## config.mk

```make
export PLATFORM = sky130hd
export DESIGN_NAME = strap_config_top
export DESIGN_NICKNAME = d
export VERILOG_FILES = /design/src/common/strap_pkg.sv /design/src/design/serial_rom_reader.sv /design/src/design/strap_config_top.sv
export SDC_FILE = /design/constraint.sdc
export NUM_CORES = 1
export LEC_CHECK = 0
export ABC_CLOCK_PERIOD_IN_PS = 3100
export BUFFER_PORTS_ARGS = -buffer_cell sky130_fd_sc_hd__buf_4
export CELL_PAD_IN_SITES_DETAIL_PLACEMENT = 1
export CELL_PAD_IN_SITES_GLOBAL_PLACEMENT = 1
export CORE_MARGIN = 2
export CORE_UTILIZATION = 44
export DETAILED_ROUTE_END_ITERATION = 10
export PLACE_DENSITY = 0.89
export SYNTH_ARGS = -nofsm -noshare
export SYNTH_HDL_FRONTEND = slang
export SYNTH_HIERARCHICAL = 1
export SYNTH_SLANG_ARGS = --single-unit
```

## constraint.sdc

```tcl
create_clock -name clk_i -period 3.1 [get_ports clk_i]
set_input_delay 0.465 -clock clk_i [delete_from_list [all_inputs] [get_ports clk_i]]
set_output_delay 0.465 -clock clk_i [all_outputs]
set_load 0.05 [all_outputs]
```

## src/common/strap_pkg.sv

```systemverilog
package strap_pkg;

    // ==========================================================
    // timing
    localparam int CLK_PERIOD_NS = 8;
    localparam int ROM_HALF_NS   = 500;
    localparam int ROM_HALF_CYC  =
        (ROM_HALF_NS + CLK_PERIOD_NS - 1) / CLK_PERIOD_NS;

    // ==========================================================
    // serial rom geometry
    localparam int         ROM_WORDS  = 16;
    localparam int         ROM_ADDR_W = 6;
    localparam int         ROM_DATA_W = 16;
    localparam logic [2:0] ROM_READ_OP = 3'h6;

    // ==========================================================
    // register map, byte addresses; prom window selected by address bits 7:6
    localparam logic [7:0] OFS_CTRL   = 8'h00;
    localparam logic [7:0] OFS_FIRST  = 8'h04;
    localparam logic [7:0] OFS_SECOND = 8'h08;
    localparam logic [7:0] OFS_THIRD  = 8'h0c;
    localparam logic [7:0] OFS_SIGN   = 8'h10;
    localparam logic [1:0] OFS_PROM   = 2'h1;

    // ctrl/status and signature bit positions
    localparam int CTRL_RELOAD  = 0;
    localparam int ST_BUSY      = 1;
    localparam int ST_DONE      = 2;
    localparam int ST_WIDTH16   = 3;
    localparam int ST_SRC_ROM   = 4;
    localparam int SIGN_LSB     = 5;

    // pin positions
    localparam int PIN_WIDTH    = 9;
    localparam int PIN_SOURCE   = 10;
    localparam int PIN_SIGN_LSB = 11;
    localparam logic [15:0] SERIAL_OE = 16'h0005;

    // ==========================================================
    // carriers
    typedef struct packed {
        logic [7:0] first;
        logic [7:0] second;
        logic [7:0] third;
        logic       host_width;
        logic       cfg_source;
        logic [2:0] signature;
    } strap_cfg_s;

    typedef struct packed {
        logic        cyc;
        logic        stb;
        logic        we;
        logic [3:0]  sel;
        logic [7:0]  adr;
        logic [31:0] dat;
    } wb_req_s;

    typedef struct packed {
        logic [13:1] addr;
        logic [15:0] wdata;
        logic        write;
    } mem_req_s;

endpackage

```

## src/design/serial_rom_reader.sv

```systemverilog
module serial_rom_reader #(
    parameter int WORDS  = strap_pkg::ROM_WORDS,
    parameter int ADDR_W = strap_pkg::ROM_ADDR_W,
    parameter int DATA_W = strap_pkg::ROM_DATA_W,
    parameter int HALF   = strap_pkg::ROM_HALF_CYC
) (
    // clock and reset
    input  wire logic              clk_i,
    input  wire logic              rst_i,
    // control
    input  wire logic              start_i,
    output logic                   busy_o,
    output logic                   done_o,
    // serial pins
    output logic                   cs_o,
    output logic                   sk_o,
    output logic                   do_o,
    input  wire logic              di_i,
    // words read
    output logic                   word_valid_o,
    output logic [$clog2(WORDS)-1:0] word_idx_o,
    output logic [DATA_W-1:0]      word_o
);
    localparam int NCMD = 3 + ADDR_W;
    localparam int DW   = $clog2(HALF + 1);
    localparam int IW   = $clog2(WORDS);
    localparam int CW   = $clog2(NCMD + DATA_W + 1);

    typedef enum logic [1:0] {IDLE, CMD, DATA, GAP} phase_e;

    typedef struct packed {
        phase_e            phase;
        logic [DW-1:0]     div;
        logic [CW-1:0]     cnt;
        logic [IW-1:0]     idx;
        logic [DATA_W-1:0] sh;
        logic              cs;
        logic              sk;
        logic              dout;
        logic              valid;
        logic              done;
    } rd_s;

    rd_s q, d;
    logic tick;

    function automatic logic [NCMD-1:0] cmd_of(input logic [IW-1:0] i);
        cmd_of = {strap_pkg::ROM_READ_OP, ADDR_W'(i)};
    endfunction

    function automatic logic cmd_bit(input logic [IW-1:0] i,
                                     input int            pos);
        logic [NCMD-1:0] c;
        c       = cmd_of(i);
        cmd_bit = c[pos];
    endfunction

    // ==========================================================
    // sequencer
    always_comb begin
        d       = q;
        d.valid = 1'b0;
        d.done  = 1'b0;
        tick    = (q.div == '0);
        d.div   = tick ? DW'(HALF - 1) : q.div - 1'b1;
        case (q.phase)
            IDLE: begin
                d.div = DW'(HALF - 1);
                if (start_i) begin
                    d.phase = CMD;
                    d.cs    = 1'b1;
                    d.idx   = '0;
                    d.cnt   = '0;
                    d.dout  = cmd_bit('0, NCMD - 1);
                end
            end
            CMD: if (tick) begin
                d.sk = ~q.sk;
                if (q.sk) begin
                    if (q.cnt == CW'(NCMD - 1)) begin
                        d.phase = DATA;
                        d.cnt   = '0;
                        d.dout  = 1'b0;
                    end else begin
                        d.cnt  = q.cnt + 1'b1;
                        d.dout = cmd_bit(q.idx, NCMD - 2 - int'(q.cnt));
                    end
                end
            end
            DATA: if (tick) begin
                d.sk = ~q.sk;
                if (q.sk) begin
                    d.sh  = {q.sh[DATA_W-2:0], di_i};
                    d.cnt = q.cnt + 1'b1;
                    if (q.cnt == CW'(DATA_W)) begin
                        d.phase = GAP;
                        d.cs    = 1'b0;
                        d.valid = 1'b1;
                    end
                end
            end
            GAP: if (tick) begin
                if (q.idx == IW'(WORDS - 1)) begin
                    d.phase = IDLE;
                    d.done  = 1'b1;
                end else begin
                    d.phase = CMD;
                    d.idx   = q.idx + 1'b1;
                    d.cnt   = '0;
                    d.cs    = 1'b1;
                    d.dout  = cmd_bit(IW'(q.idx + 1'b1), NCMD - 1);
                end
            end
            default: d.phase = IDLE;
        endcase
    end

    always_ff @(posedge clk_i) begin
        if (rst_i) begin
            q <= '0;
        end else begin
            q <= d;
        end
    end

    assign busy_o       = (q.phase != IDLE);
    assign done_o       = q.done;
    assign cs_o         = q.cs;
    assign sk_o         = q.sk;
    assign do_o         = q.dout;
    assign word_valid_o = q.valid;
    assign word_idx_o   = q.idx;
    assign word_o       = q.sh;
endmodule

```

## src/design/strap_config_top.sv

```systemverilog
// Function
// - outside reset and the rom read, low data pins carry the memory data bus
// - during reset, first config register loads from low data pins
// - on reset release, read serial rom through three shared pins when address pin 10 selects rom
// - rom contents appear in the station address prom window
// - after the rom read, serial pins return to data bits 0 to 2
// - outside reset and the rom read, high data pins carry the upper data byte
// - during reset, second config register loads from high data pins
// - outside reset, drive memory address bits 1 to 8
// - during reset, third config register loads from address pins 1-8
// - outside reset, drive memory address bits 9 to 13
// - during reset, address pin 9 selects 16 or 8 bit host bus
// - during reset, address pin 10 selects rom or pin configuration
// - during reset, address pins 11-13 load signature bits 5 to 7
module strap_config_top #(
    parameter int WORDS = strap_pkg::ROM_WORDS,
    parameter int HALF  = strap_pkg::ROM_HALF_CYC
) (
    // clock and reset
    input  wire logic                 clk_i,
    input  wire logic                 rst_i,
    // wishbone slave
    input  wire strap_pkg::wb_req_s   wb_req_i,
    output logic [31:0]               wb_dat_o,
    output logic                      wb_ack_o,
    // memory user port
    input  wire strap_pkg::mem_req_s  mem_req_i,
    output logic [15:0]               mem_rdata_o,
    // shared data pins
    input  wire logic [15:0]          data_pin_i,
    output logic [15:0]               data_pin_o,
    output logic [15:0]               data_pin_oe_o,
    // shared address pins
    input  wire logic [13:1]          addr_pin_i,
    output logic [13:1]               addr_pin_o,
    output logic [13:1]               addr_pin_oe_o,
    // serial rom select
    output logic                      rom_select_o,
    // configuration
    output strap_pkg::strap_cfg_s     strap_cfg_o,
    output logic                      load_busy_o
);
    localparam int IW = $clog2(WORDS);

    typedef struct packed {
        strap_pkg::strap_cfg_s      cfg;
        logic [WORDS-1:0][15:0]     prom;
        logic                       load_pend;
        logic                       loading;
        logic                       loaded;
        logic                       ack;
        logic [31:0]                rdata;
        logic [15:0]                data_o;
        logic [15:0]                data_oe;
        logic [13:1]                addr_o;
        logic [13:1]                addr_oe;
        logic                       rom_sel;
        logic [15:0]                mem_rdata;
    } top_s;

    top_s q, d;

    logic          start;
    logic          sw_reload;
    logic          rom_busy;
    logic          rom_done;
    logic          rom_cs;
    logic          rom_sk;
    logic          rom_do;
    logic          rom_valid;
    logic [IW-1:0] rom_idx;
    logic [15:0]   rom_word;
    logic          bus_req;

    // ==========================================================
    // serial rom reader
    serial_rom_reader #(
        .WORDS  (WORDS),
        .ADDR_W (strap_pkg::ROM_ADDR_W),
        .DATA_W (16),
        .HALF   (HALF)
    ) u_reader (
        .clk_i        (clk_i),
        .rst_i        (rst_i),
        .start_i      (start),
        .busy_o       (rom_busy),
        .done_o       (rom_done),
        .cs_o         (rom_cs),
        .sk_o         (rom_sk),
        .do_o         (rom_do),
        .di_i         (data_pin_i[1]),
        .word_valid_o (rom_valid),
        .word_idx_o   (rom_idx),
        .word_o       (rom_word)
    );

    // ==========================================================
    // register decode
    function automatic logic is_prom(input logic [7:0] adr);
        is_prom = (adr[7:6] == strap_pkg::OFS_PROM) && (adr[1:0] == 2'h0)
                  && (int'(adr[5:2]) < WORDS);
    endfunction

    function automatic logic [31:0] read_word(input logic [7:0] adr,
                                              input top_s      s);
        read_word = 32'h0;
        if (is_prom(adr)) begin
            read_word = {16'h0, s.prom[adr[5:2]]};
        end else begin
            case (adr)
                strap_pkg::OFS_CTRL: begin
                    read_word[strap_pkg::ST_BUSY]    = s.loading;
                    read_word[strap_pkg::ST_DONE]    = s.loaded;
                    read_word[strap_pkg::ST_WIDTH16] = s.cfg.host_width;
                    read_word[strap_pkg::ST_SRC_ROM] = s.cfg.cfg_source;
                end
                strap_pkg::OFS_FIRST:  read_word = {24'h0, s.cfg.first};
                strap_pkg::OFS_SECOND: read_word = {24'h0, s.cfg.second};
                strap_pkg::OFS_THIRD:  read_word = {24'h0, s.cfg.third};
                strap_pkg::OFS_SIGN:
                    read_word[strap_pkg::SIGN_LSB +: 3] = s.cfg.signature;
                default: read_word = 32'h0;
            endcase
        end
    endfunction

    // ==========================================================
    // next state
    always_comb begin
        d       = q;
        bus_req = wb_req_i.cyc & wb_req_i.stb & ~q.ack;
        d.ack   = bus_req;
        if (bus_req) begin
            d.rdata = read_word(wb_req_i.adr, q);
        end

        sw_reload = bus_req && wb_req_i.we && wb_req_i.sel[0]
                    && (wb_req_i.adr == strap_pkg::OFS_CTRL)
                    && wb_req_i.dat[strap_pkg::CTRL_RELOAD];

        // rom read after reset release when the source strap asks
        // start rom read
        start       = !q.loading && (q.load_pend || sw_reload);
        d.load_pend = 1'b0;
        if (start) begin
            d.loading = 1'b1;
            d.loaded  = 1'b0;
        end
        if (rom_done) begin
            d.loading = 1'b0;
            d.loaded  = 1'b1;
        end

        if (rom_valid) begin
            d.prom[rom_idx] = rom_word;
            if (rom_idx == '0) begin
                d.cfg.first  = rom_word[7:0];
                d.cfg.second = rom_word[15:8];
            end
            if (int'(rom_idx) == 1) begin
                d.cfg.third = rom_word[7:0];
            end
        end

        d.addr_oe = '1;
        d.addr_o  = mem_req_i.addr;

        if (q.loading) begin
            // serial pins on data bits 0..2
            d.data_oe   = strap_pkg::SERIAL_OE;
            d.data_o    = {13'h0, rom_sk, 1'b0, rom_do};
            d.rom_sel   = rom_cs;
        end else begin
            d.rom_sel   = 1'b0;
            d.data_oe   = mem_req_i.write ? 16'hffff : 16'h0000;
            d.data_o    = mem_req_i.wdata;
            if (!mem_req_i.write) begin
                d.mem_rdata = data_pin_i;
            end
        end
    end

    // ==========================================================
    // registers, straps sampled on every clock edge during reset
    always_ff @(posedge clk_i) begin
        if (rst_i) begin
            q <= '0;
            q.cfg.first      <= data_pin_i[7:0];
            q.cfg.second     <= data_pin_i[15:8];
            q.cfg.third      <= addr_pin_i[8:1];
            q.cfg.host_width <= addr_pin_i[strap_pkg::PIN_WIDTH];
            q.cfg.cfg_source <= addr_pin_i[strap_pkg::PIN_SOURCE];
            q.load_pend      <= addr_pin_i[strap_pkg::PIN_SOURCE];
            q.cfg.signature  <= addr_pin_i[strap_pkg::PIN_SIGN_LSB +: 3];
        end else begin
            q <= d;
        end
    end

    // ==========================================================
    // outputs
    assign wb_dat_o      = q.rdata;
    assign wb_ack_o      = q.ack;
    assign mem_rdata_o   = q.mem_rdata;
    assign data_pin_o    = q.data_o;
    assign data_pin_oe_o = q.data_oe;
    assign addr_pin_o    = q.addr_o;
    assign addr_pin_oe_o = q.addr_oe;
    assign rom_select_o  = q.rom_sel;
    assign strap_cfg_o   = q.cfg;
    assign load_busy_o   = q.loading;
endmodule
```

# Word-level counts from Yosys, hierarchy flattened
# Cells that the tools add are included.
[word_totals]
word_cells = 183
output_inout_bits = 138
register_bits = 434
[op_classes]
n_lt_le_gt_ge = 4
bitwise_logic = 9
n_addsub = 4
n_eq_ne = 21
muxes = 61
reduce_logical = 38
[ops]
columns = ["op", "n"]
rows = [
  ["two-way mux 396 bit", 1],
  ["bitwise mux 256 bit", 1],
  ["two-way mux 256 bit", 1],
  ["two-way mux 16 bit", 7],
  ["binary-select mux 16 bit (select 4 bit)", 1],
  ["demux 16 bit (select 4 bit)", 1],
  ["two-way mux 32 bit", 2],
  ["< comparator 32 x 6 -> 1 bit, second input constant", 1],
  ["two-way mux 9 bit", 3],
  ["two-way mux 5 bit", 5],
  ["two-way mux 2 bit", 12],
  ["two-way mux 24 bit", 1],
  ["one-hot mux 5 bit (4 select lines)", 1],
  ["== test 8 x 4 -> 1 bit, second input constant", 2],
  ["one-hot mux 4 bit (4 select lines)", 1],
  ["inequality test 2 x 1 -> 1 bit, second input constant", 7],
  ["AND reduction 7 bit", 2],
  ["two-way mux 1 bit", 13],
  ["two-way mux 6 bit", 2],
  ["one-hot mux 3 bit (4 select lines)", 1],
  ["nonzero test 2 bit", 6],
  ["< comparator 4 x 5 -> 1 bit, second input constant", 2],
  ["one-hot mux 1 bit (3 select lines)", 3],
  ["== test 8 x 3 -> 1 bit, second input constant", 1],
  ["other kinds (36)", 60],
]

# Longest topological paths before layout
# Gate-level depths: netlist of the first run.
[logic_depth]
word_depth = 11
mapped_depth = 11

# By module
# The synthesis of the first run kept the hierarchy.
[by_module_without_submodules]
columns = ["mod", "area_each_um2", "instances", "cells_per_inst"]
rows = [
  ["strap_config_top", 15557.4, 1, 1747],
  ["serial_rom_reader", 1995.7, 1, 218],
]

# Least setup slack after synthesis of the first run
# Ideal clock, no wire load.
[synth_path]
path_type = "input -> register"
startpoint = "input port wb_req_i[36] (netlist bit)"
endpoint = "register u_reader/q[28] (netlist bit)"
slack_ns = 0.484
arrival_ns = 2.546
setup_ns = 0.070
path_buffers = 3
required_ns = 3.030
path_stages = 11
path_cell_list = "buf_4 -> buf_6 -> buf_2 -> nor3_1 -> a31oi_1 -> nor2_1 -> nand2b_1 -> and2_1 -> o211ai_4 -> or4_1 -> a21oi_1"
[synth_via]
elab_chain_cells = 7
[synth_rtl]
columns = ["item", "line_no", "source"]
rows = [
  ["start, declared", "strap_config_top.sv:23", "input wire strap_pkg::wb_req_s wb_req_i,"],
  ["zero test 8 bit", "strap_config_top.sv:138", "&& (wb_req_i.adr == strap_pkg::OFS_CTRL)"],
  ["logical AND 1 bit", "strap_config_top.sv:138", ""],
  ["logical AND 1 bit", "strap_config_top.sv:139", "&& wb_req_i.dat[strap_pkg::CTRL_RELOAD];"],
  ["logical OR 1 bit", "strap_config_top.sv:143", "start = !q.loading && (q.load_pend || sw_reload);"],
  ["logical AND 1 bit", "strap_config_top.sv:143", ""],
  ["named net start", "strap_config_top.sv:63", "logic start;"],
  ["inequality test 2 bit (no source line)", "n/a", ""],
  ["AND reduction 7 bit (no source line)", "n/a", ""],
  ["end signal, assigned", "serial_rom_reader.sv:120", "q <= '0;"],
  ["end signal, assigned", "serial_rom_reader.sv:122", "q <= d;"],
  ["end, declared", "serial_rom_reader.sv:44", "rd_s q, d;"],
]
# The timed path passes the listed nets, and every way through them passes these cells.
# A chain may end at the register's enable or synchronous reset.

# Worst setup path in the final report of the first run
[layout_path]
startpoint = "input port wb_req_i[34] (netlist bit)"
endpoint = "register u_reader/q[29] (netlist bit)"
# Same word-level chain as after synthesis.

==> flow_summary.ini, run 1 <==
[outcome]
outcome = finished, final reports clean

[cells_and_area]
flow.area_growth_from_synthesis_pct = 11.7
commonest_non_fill_non_tap_cells_in_the_layout = sky130_fd_sc_hd__nand2_1 (612), sky130_fd_sc_hd__dfxtp_1 (363), sky130_fd_sc_hd__a21oi_1 (282)
ratio_of_cells_with_drive_above_1_in_the_final_layout_pct = 19.9
diodes = 0
post_layout_net_count = 2076
n_fill_cell = 4476
ff_latch_area_sq_um = 8140
multi_input_comb_area_sq_um = 7590
final_common_cell = sky130_fd_sc_hd__nand2_1
design_area_sq_um = 19600

[floorplan]
die_width_um = 204
core.rowCount = 73
die_height_um = 204
initial_utilization_pct = 44.4
pin_count = 246
core-area_sq_um = 39500
dieArea_sq_um = 41500

[flow_run]
max_cap_violations = 0

[grt]
pin_count_of_the_biggest_net_entering_global_routing = 224
first_global_vias = 16205
groute.usage.overall_pct = 29.1
first_pass_grt_wire_length_mm = 93.5
gr-total-overflow = 0
grt_antenna_before_repair = 0

[pwr]
pwr-share-seq_pct = 45.1
net-switching-power_mw = 3.06
max-vdd-ir-drop_uv = 320
gate_power_share_pct = 10.8
clock_power_share_pct = 44.1
swShare_pct = 26.0
power.leakage_nw = 7.26
power.density_cell_area_nw_per_um2 = 600
p_int_mw = 8.69

[place]
final_weighted_congestion_in_routability_driven_placement = 0.803
post-dp-hpwl_mm = 36.2
place_area_sq_um = 18200
numPortBuffers = 195

[sta]
setup-tns-final_ns = 0
final.setup_skew_ns = 0.0230
worst-slew-pin-transition_ns = 1.13
rsz0062_at_grt = no
hold_viol_final = 0
report.final.slew_viol_count = 0
maxClockFrequency_mhz = 381
setup_viol = 0
finalCriticalPeriod_ns = 2.63
period_share_pct = 84.7
final.hold.worst_slack_ns = 0.0853
timing.max_slew.rel_slack_pct = 24.4

[yosys]
synth_edf_count = 29
syn-cell-area_sq_um = 17600
syn-instance-count = 1965
syn_area_per_cell_sq_um = 8.93
dominantRegCellSynth = sky130_fd_sc_hd__dfxtp_1
asyncSetResetFlopFracSynth_pct = 0
synth.yosys.seq_area_share_pct = 46.4
post_synth_num_cell_types = 68
yosysWarnings = 6
ys_ff_latch = 392

[clock_network]
root_buffer_selected_by_cts = sky130_fd_sc_hd__clkbuf_16
numCtsBuffers = 41
clock-sinks = 392
cts_max_level = 2
hold_buffers = 0
clk_pin_slew_ns = 0.07
clk_latency_ns = 0.55
cts-root-to-sink-buffers = 3
cts_tree = done
cts.repair_timing.setup_buffer_count = 0
cts_repair_resize_count = 0

[routing]
wl_per_cell_um = 24.3
detailedRoute.firstPassIterationCount = 5
routed_wl_mm = 61.1
postRouteAntennaNets = 0
count_of_vias_placed_by_the_detailed_router = 14996
post_drt_via_cell_ratio = 5.97
route.detailed.drc = 0
drt_iter0_markers = 1353

[setup_path]
crit_arrival_ns = 3.11
timing_worst_setup_path_type = in2reg
timing.critical_path.from_type = input pin
timing.critical_path.required_ns = 3.58
biggest_fanout_along_the_worst_timing_path = 8
reg2reg_slack_ns = 0.63
critPathCaptureType = flop

[min_path]
hold_path.class = in2reg
[critical path, cell delays in order]
cell and delay (ns):
sky130_fd_sc_hd__buf_4 0.13, sky130_fd_sc_hd__nor2_1 0.39, sky130_fd_sc_hd__nor4bb_1 0.39, sky130_fd_sc_hd__a31oi_1 0.30
sky130_fd_sc_hd__nor2_1 0.25, sky130_fd_sc_hd__nand2b_1 0.15, sky130_fd_sc_hd__and2_1 0.20, sky130_fd_sc_hd__o211ai_4 0.14
sky130_fd_sc_hd__or4_1 0.53, sky130_fd_sc_hd__a21oi_1 0.15
[per-layer routing]
layer,wire length (um),vias up,part of all wire [%],track usage [%]
li1,-,6397,-,-
met1,22100,7544,36,32.7
met2,30900,796,51,51.4
met3,4490,259,7.3,5.10
met4,3660,0,6.0,17.8
met5,0,-,0,0
[kinds of logic after synthesis]
group                      Yosys count  synth area share, %
DFF                                392                 46.4
AOI/OAI and AO/OA                  342                 10.8
other                                1               0.0214
buffers and inverters              309                 10.7
xor gates and xnor gates             5                0.249
and+or+nand+nor                    771                 18.5
muxes                              136                 12.8
adders and majority gates            9                0.642
[area by class of cell]
type | count | area share [%]
timing repair buffer | 229 | 9.00
clock inverter | 13 | 0.734
multi-input combinational | 1279 | 38.7
inverter | 16 | 0.306
sequential | 392 | 41.5
tap | 525 | 3.35
clock buffer | 58 | 6.40
[power groups by stage]
stage	registers, mW	logic (mW)	clock network, mW
4_1_cts	5.30	1.26	5.21
2_1_floorplan	5.38	1.01	0
3_5_place_dp	5.41	1.24	0
3_3_place_gp	5.40	1.20	0
5_1_grt	5.31	1.33	5.43
6_report	5.30	1.27	5.19
[worst paths after layout]
kind / depth (start not counted) / end / from
worst max register to register: 4 / flop / u_reader/word_idx_o[0]
worst max-delay path: 10 / u_reader/q[29] / wb_req_i[34]
worst min-delay path: 1 / strap_cfg_o[0] / addr_pin_i[11]
worst min register to register: 2 / flop / flop
[cell usage after synthesis (3+ instances only)]
master / n / area share [%]
sky130_fd_sc_hd__and2_1: 20 / 0.71
sky130_fd_sc_hd__ha_1: 9 / 0.64
sky130_fd_sc_hd__nor3_2: 4 / 0.23
sky130_fd_sc_hd__nand3b_1: 3 / 0.13
sky130_fd_sc_hd__xnor2_1: 4 / 0.20
sky130_fd_sc_hd__nand3_1: 11 / 0.31
sky130_fd_sc_hd__inv_1: 16 / 0.34
sky130_fd_sc_hd__a2bb2oi_1: 13 / 0.65
sky130_fd_sc_hd__nor3b_1: 4 / 0.17
sky130_fd_sc_hd__and3_1: 4 / 0.14
sky130_fd_sc_hd__buf_2: 34 / 0.97
sky130_fd_sc_hd__nand2b_1: 6 / 0.21
sky130_fd_sc_hd__buf_6: 7 / 0.45
sky130_fd_sc_hd__mux2i_1: 54 / 3.1
sky130_fd_sc_hd__mux4_2: 69 / 8.9
sky130_fd_sc_hd__nor2b_1: 18 / 0.64
sky130_fd_sc_hd__mux2_2: 13 / 0.83
sky130_fd_sc_hd__o221ai_1: 6 / 0.30
sky130_fd_sc_hd__nor3_1: 7 / 0.20
sky130_fd_sc_hd__nor2_1: 56 / 1.2
sky130_fd_sc_hd__nor2_4: 3 / 0.19
sky130_fd_sc_hd__buf_4: 168 / 7.2
sky130_fd_sc_hd__buf_1: 9 / 0.19
sky130_fd_sc_hd__edfxtp_1: 29 / 5.0
sky130_fd_sc_hd__a31oi_1: 4 / 0.14
sky130_fd_sc_hd__a2111o_1: 3 / 0.19
sky130_fd_sc_hd__a32oi_1: 3 / 0.15
sky130_fd_sc_hd__clkbuf_1: 75 / 1.6
sky130_fd_sc_hd__o21ai_0: 13 / 0.37
sky130_fd_sc_hd__nand2_1: 612 / 13
sky130_fd_sc_hd__dfxtp_1: 363 / 41
sky130_fd_sc_hd__a21oi_1: 282 / 8.0
[through the flow]
step | setup WS [ns] | power, mW | utilization [%] | std cells
CTS | 0.546 | 11.8 | 49.6 | 2512
floorplan | 0.484 | 6.38 | - | 1980
finish | 0.473 | 11.8 | 49.6 | 2512
global placement | 0.150 | 6.59 | 46.0 | 2441
detailed placement | 0.109 | 6.65 | 46.0 | 2441
global route | 0.469 | 12.1 | 49.6 | 2512
(Power assumes the default switching activity.)
==> inputs of run 2 (changes only) <==
--- a/config.mk
+++ b/config.mk
@@ -5,7 +5,7 @@
 export SDC_FILE = /design/constraint.sdc
 export NUM_CORES = 1
 export LEC_CHECK = 0
-export ABC_CLOCK_PERIOD_IN_PS = 3100
+export ABC_CLOCK_PERIOD_IN_PS = 2600
 export BUFFER_PORTS_ARGS = -buffer_cell sky130_fd_sc_hd__buf_4
 export CELL_PAD_IN_SITES_DETAIL_PLACEMENT = 1
 export CELL_PAD_IN_SITES_GLOBAL_PLACEMENT = 1
==> constraint.sdc (replaced) <==
create_clock -name clk_i -period 2.6 [get_ports clk_i]
set_input_delay 0.39 -clock clk_i [delete_from_list [all_inputs] [get_ports clk_i]]
set_output_delay 0.39 -clock clk_i [all_outputs]
set_load 0.05 [all_outputs]
==> run 2 against run 1 <==
Compared with the run above:
- sequential share of layout area fell by 0.47 points
- wire length rose by 17%
- cell count rose by 1.2%
==> flow_summary.ini, run 2 (synthesis results as in run 1) <==
[outcome]
outcome = finished, final reports clean

[place]
final_weighted_congestion_in_routability_driven_placement = 0.827
post-dp-hpwl_mm = 38.0
dpl_worst_slack_ns = -0.165
place_area_sq_um = 18400
numPortBuffers = 195
place_inst = 2464

[floorplan]
core.rowCount = 73
dieArea_sq_um = 41500
core-area_sq_um = 39500
die_height_um = 204
pin_count = 246
die_width_um = 204
initial_utilization_pct = 44.4

[sta]
hold_viol_final = 0
finalCriticalPeriod_ns = 2.59
timing.max_slew.rel_slack_pct = 23.0
report.final.slew_viol_count = 0
period_share_pct = 99.4
setup_viol = 0
timing.final.ws_setup_ns = 0.0144
worst-slew-pin-transition_ns = 1.15
maxClockFrequency_mhz = 387
final.hold.worst_slack_ns = 0.0161
final.setup_skew_ns = 0.0330
setup-tns-final_ns = 0

[pwr]
total_power_mw = 14.2
power.leakage_nw = 7.37
power.density_cell_area_nw_per_um2 = 718
max-vdd-ir-drop_uv = 353

[cells_and_area]
finish.utilization_pct = 50.1
final_common_cell = sky130_fd_sc_hd__nand2_1
post_layout_net_count = 2103
flow.area_growth_from_synthesis_pct = 13.0
commonest_non_fill_non_tap_cells_in_the_layout = sky130_fd_sc_hd__nand2_1 (612), sky130_fd_sc_hd__dfxtp_1 (363), sky130_fd_sc_hd__a21oi_1 (281)
ratio_of_cells_with_drive_above_1_in_the_final_layout_pct = 20.7
design_area_sq_um = 19800
n_fill_cell = 4447
final_cells = 2542
diodes = 0

[clock_network]
cts-root-to-sink-buffers = 3
clk_latency_ns = 0.58
numCtsBuffers = 42
cts_max_level = 2
clk_pin_slew_ns = 0.06
root_buffer_selected_by_cts = sky130_fd_sc_hd__clkbuf_16
cts_tree = done
clock-sinks = 392

[setup_path]
critPathCaptureType = flop
timing.critical_path.required_ns = 2.98
timing.critical_path.from_type = flop
timing_worst_setup_path_type = reg2reg
crit_arrival_ns = 2.97
biggest_fanout_along_the_worst_timing_path = 13

[routing]
postRouteAntennaNets = 0
top_layer_used = met5
met2_length_mm = 35.1
count_of_vias_placed_by_the_detailed_router = 15987
detailedRoute.firstPassIterationCount = 5
routed_wl_mm = 71.7
met3_wirelength_mm = 6.55
route.detailed.drc = 0
routed_metal_1_wirelength_mm = 24.1
wl_per_cell_um = 28.2
post_drt_via_cell_ratio = 6.29
drt_iter0_markers = 1833

[grt]
groute.usage.overall_pct = 34.3
first_pass_grt_wire_length_mm = 107
pin_count_of_the_biggest_net_entering_global_routing = 198
first_global_vias = 17373
gr-total-overflow = 0
grt_antenna_before_repair = 2

[flow_run]
max_cap_violations = 0

[min_path]
hold_path.class = in2reg
==> run 2: cell count changes in the layout (fill, tap and decap cells not counted), sizes merged <==
cell         change
buf             +23
clkbuf           +4
clkinvlp         +1
dlygate4sd3      +3
inv              -1
==> run 2: per-layer routing <==
metal  GRT usage, %  vias to the layer above
li1               -                     6472
met1           36.2                     7879
met2           58.9                     1157
met3           8.26                      475
met4           26.3                        4
met5              0                        -
==> run 2: worst max-delay path: stages, from the launching register on <==
cell and delay [ns]:
sky130_fd_sc_hd__dfxtp_1 0.75, sky130_fd_sc_hd__and3b_1 0.35, sky130_fd_sc_hd__nand2_1 0.55, sky130_fd_sc_hd__nand2_1 0.12, sky130_fd_sc_hd__a21oi_1 0.61
==> run 2: worst paths after layout <==
path	start	end	slack [ns]	cells past startpoint
hold / removal	addr_pin_i[13]	strap_cfg_o[2]	0.02	1
setup / recovery	u_reader/word_idx_o[2]	flop	0.01	4
hold reg to reg	flop	flop	0.46	2
setup reg to reg	u_reader/word_idx_o[2]	flop	0.01	4
==> run 2: layout make-up <==
class	count	area, sq um	share of cell area [%]
Clock inverter	13	140	0.707
Timing Repair Buffer	255	1980	9.98
Tap cell	525	657	3.31
Multi-Input combinational cell	1279	7600	38.3
Inverter	16	60.1	0.303
Clock buffer	62	1250	6.30
Sequential cell	392	8140	41.0
==> run 2: what timing repair did <==
action	CTS	global route
buffers inserted	0	0
gates resized for setup	0	3
setup endpoints to repair	0	4
hold buffers	3	0
hold endpoints to repair	3	0
==> run 2: power breakdown <==
part | switching (mW) | internal (mW) | leakage [nW]
registers | 0.123 | 6.21 | 3.23
logic | 1.05 | 0.540 | 3.46
clock network | 2.68 | 3.63 | 0.684
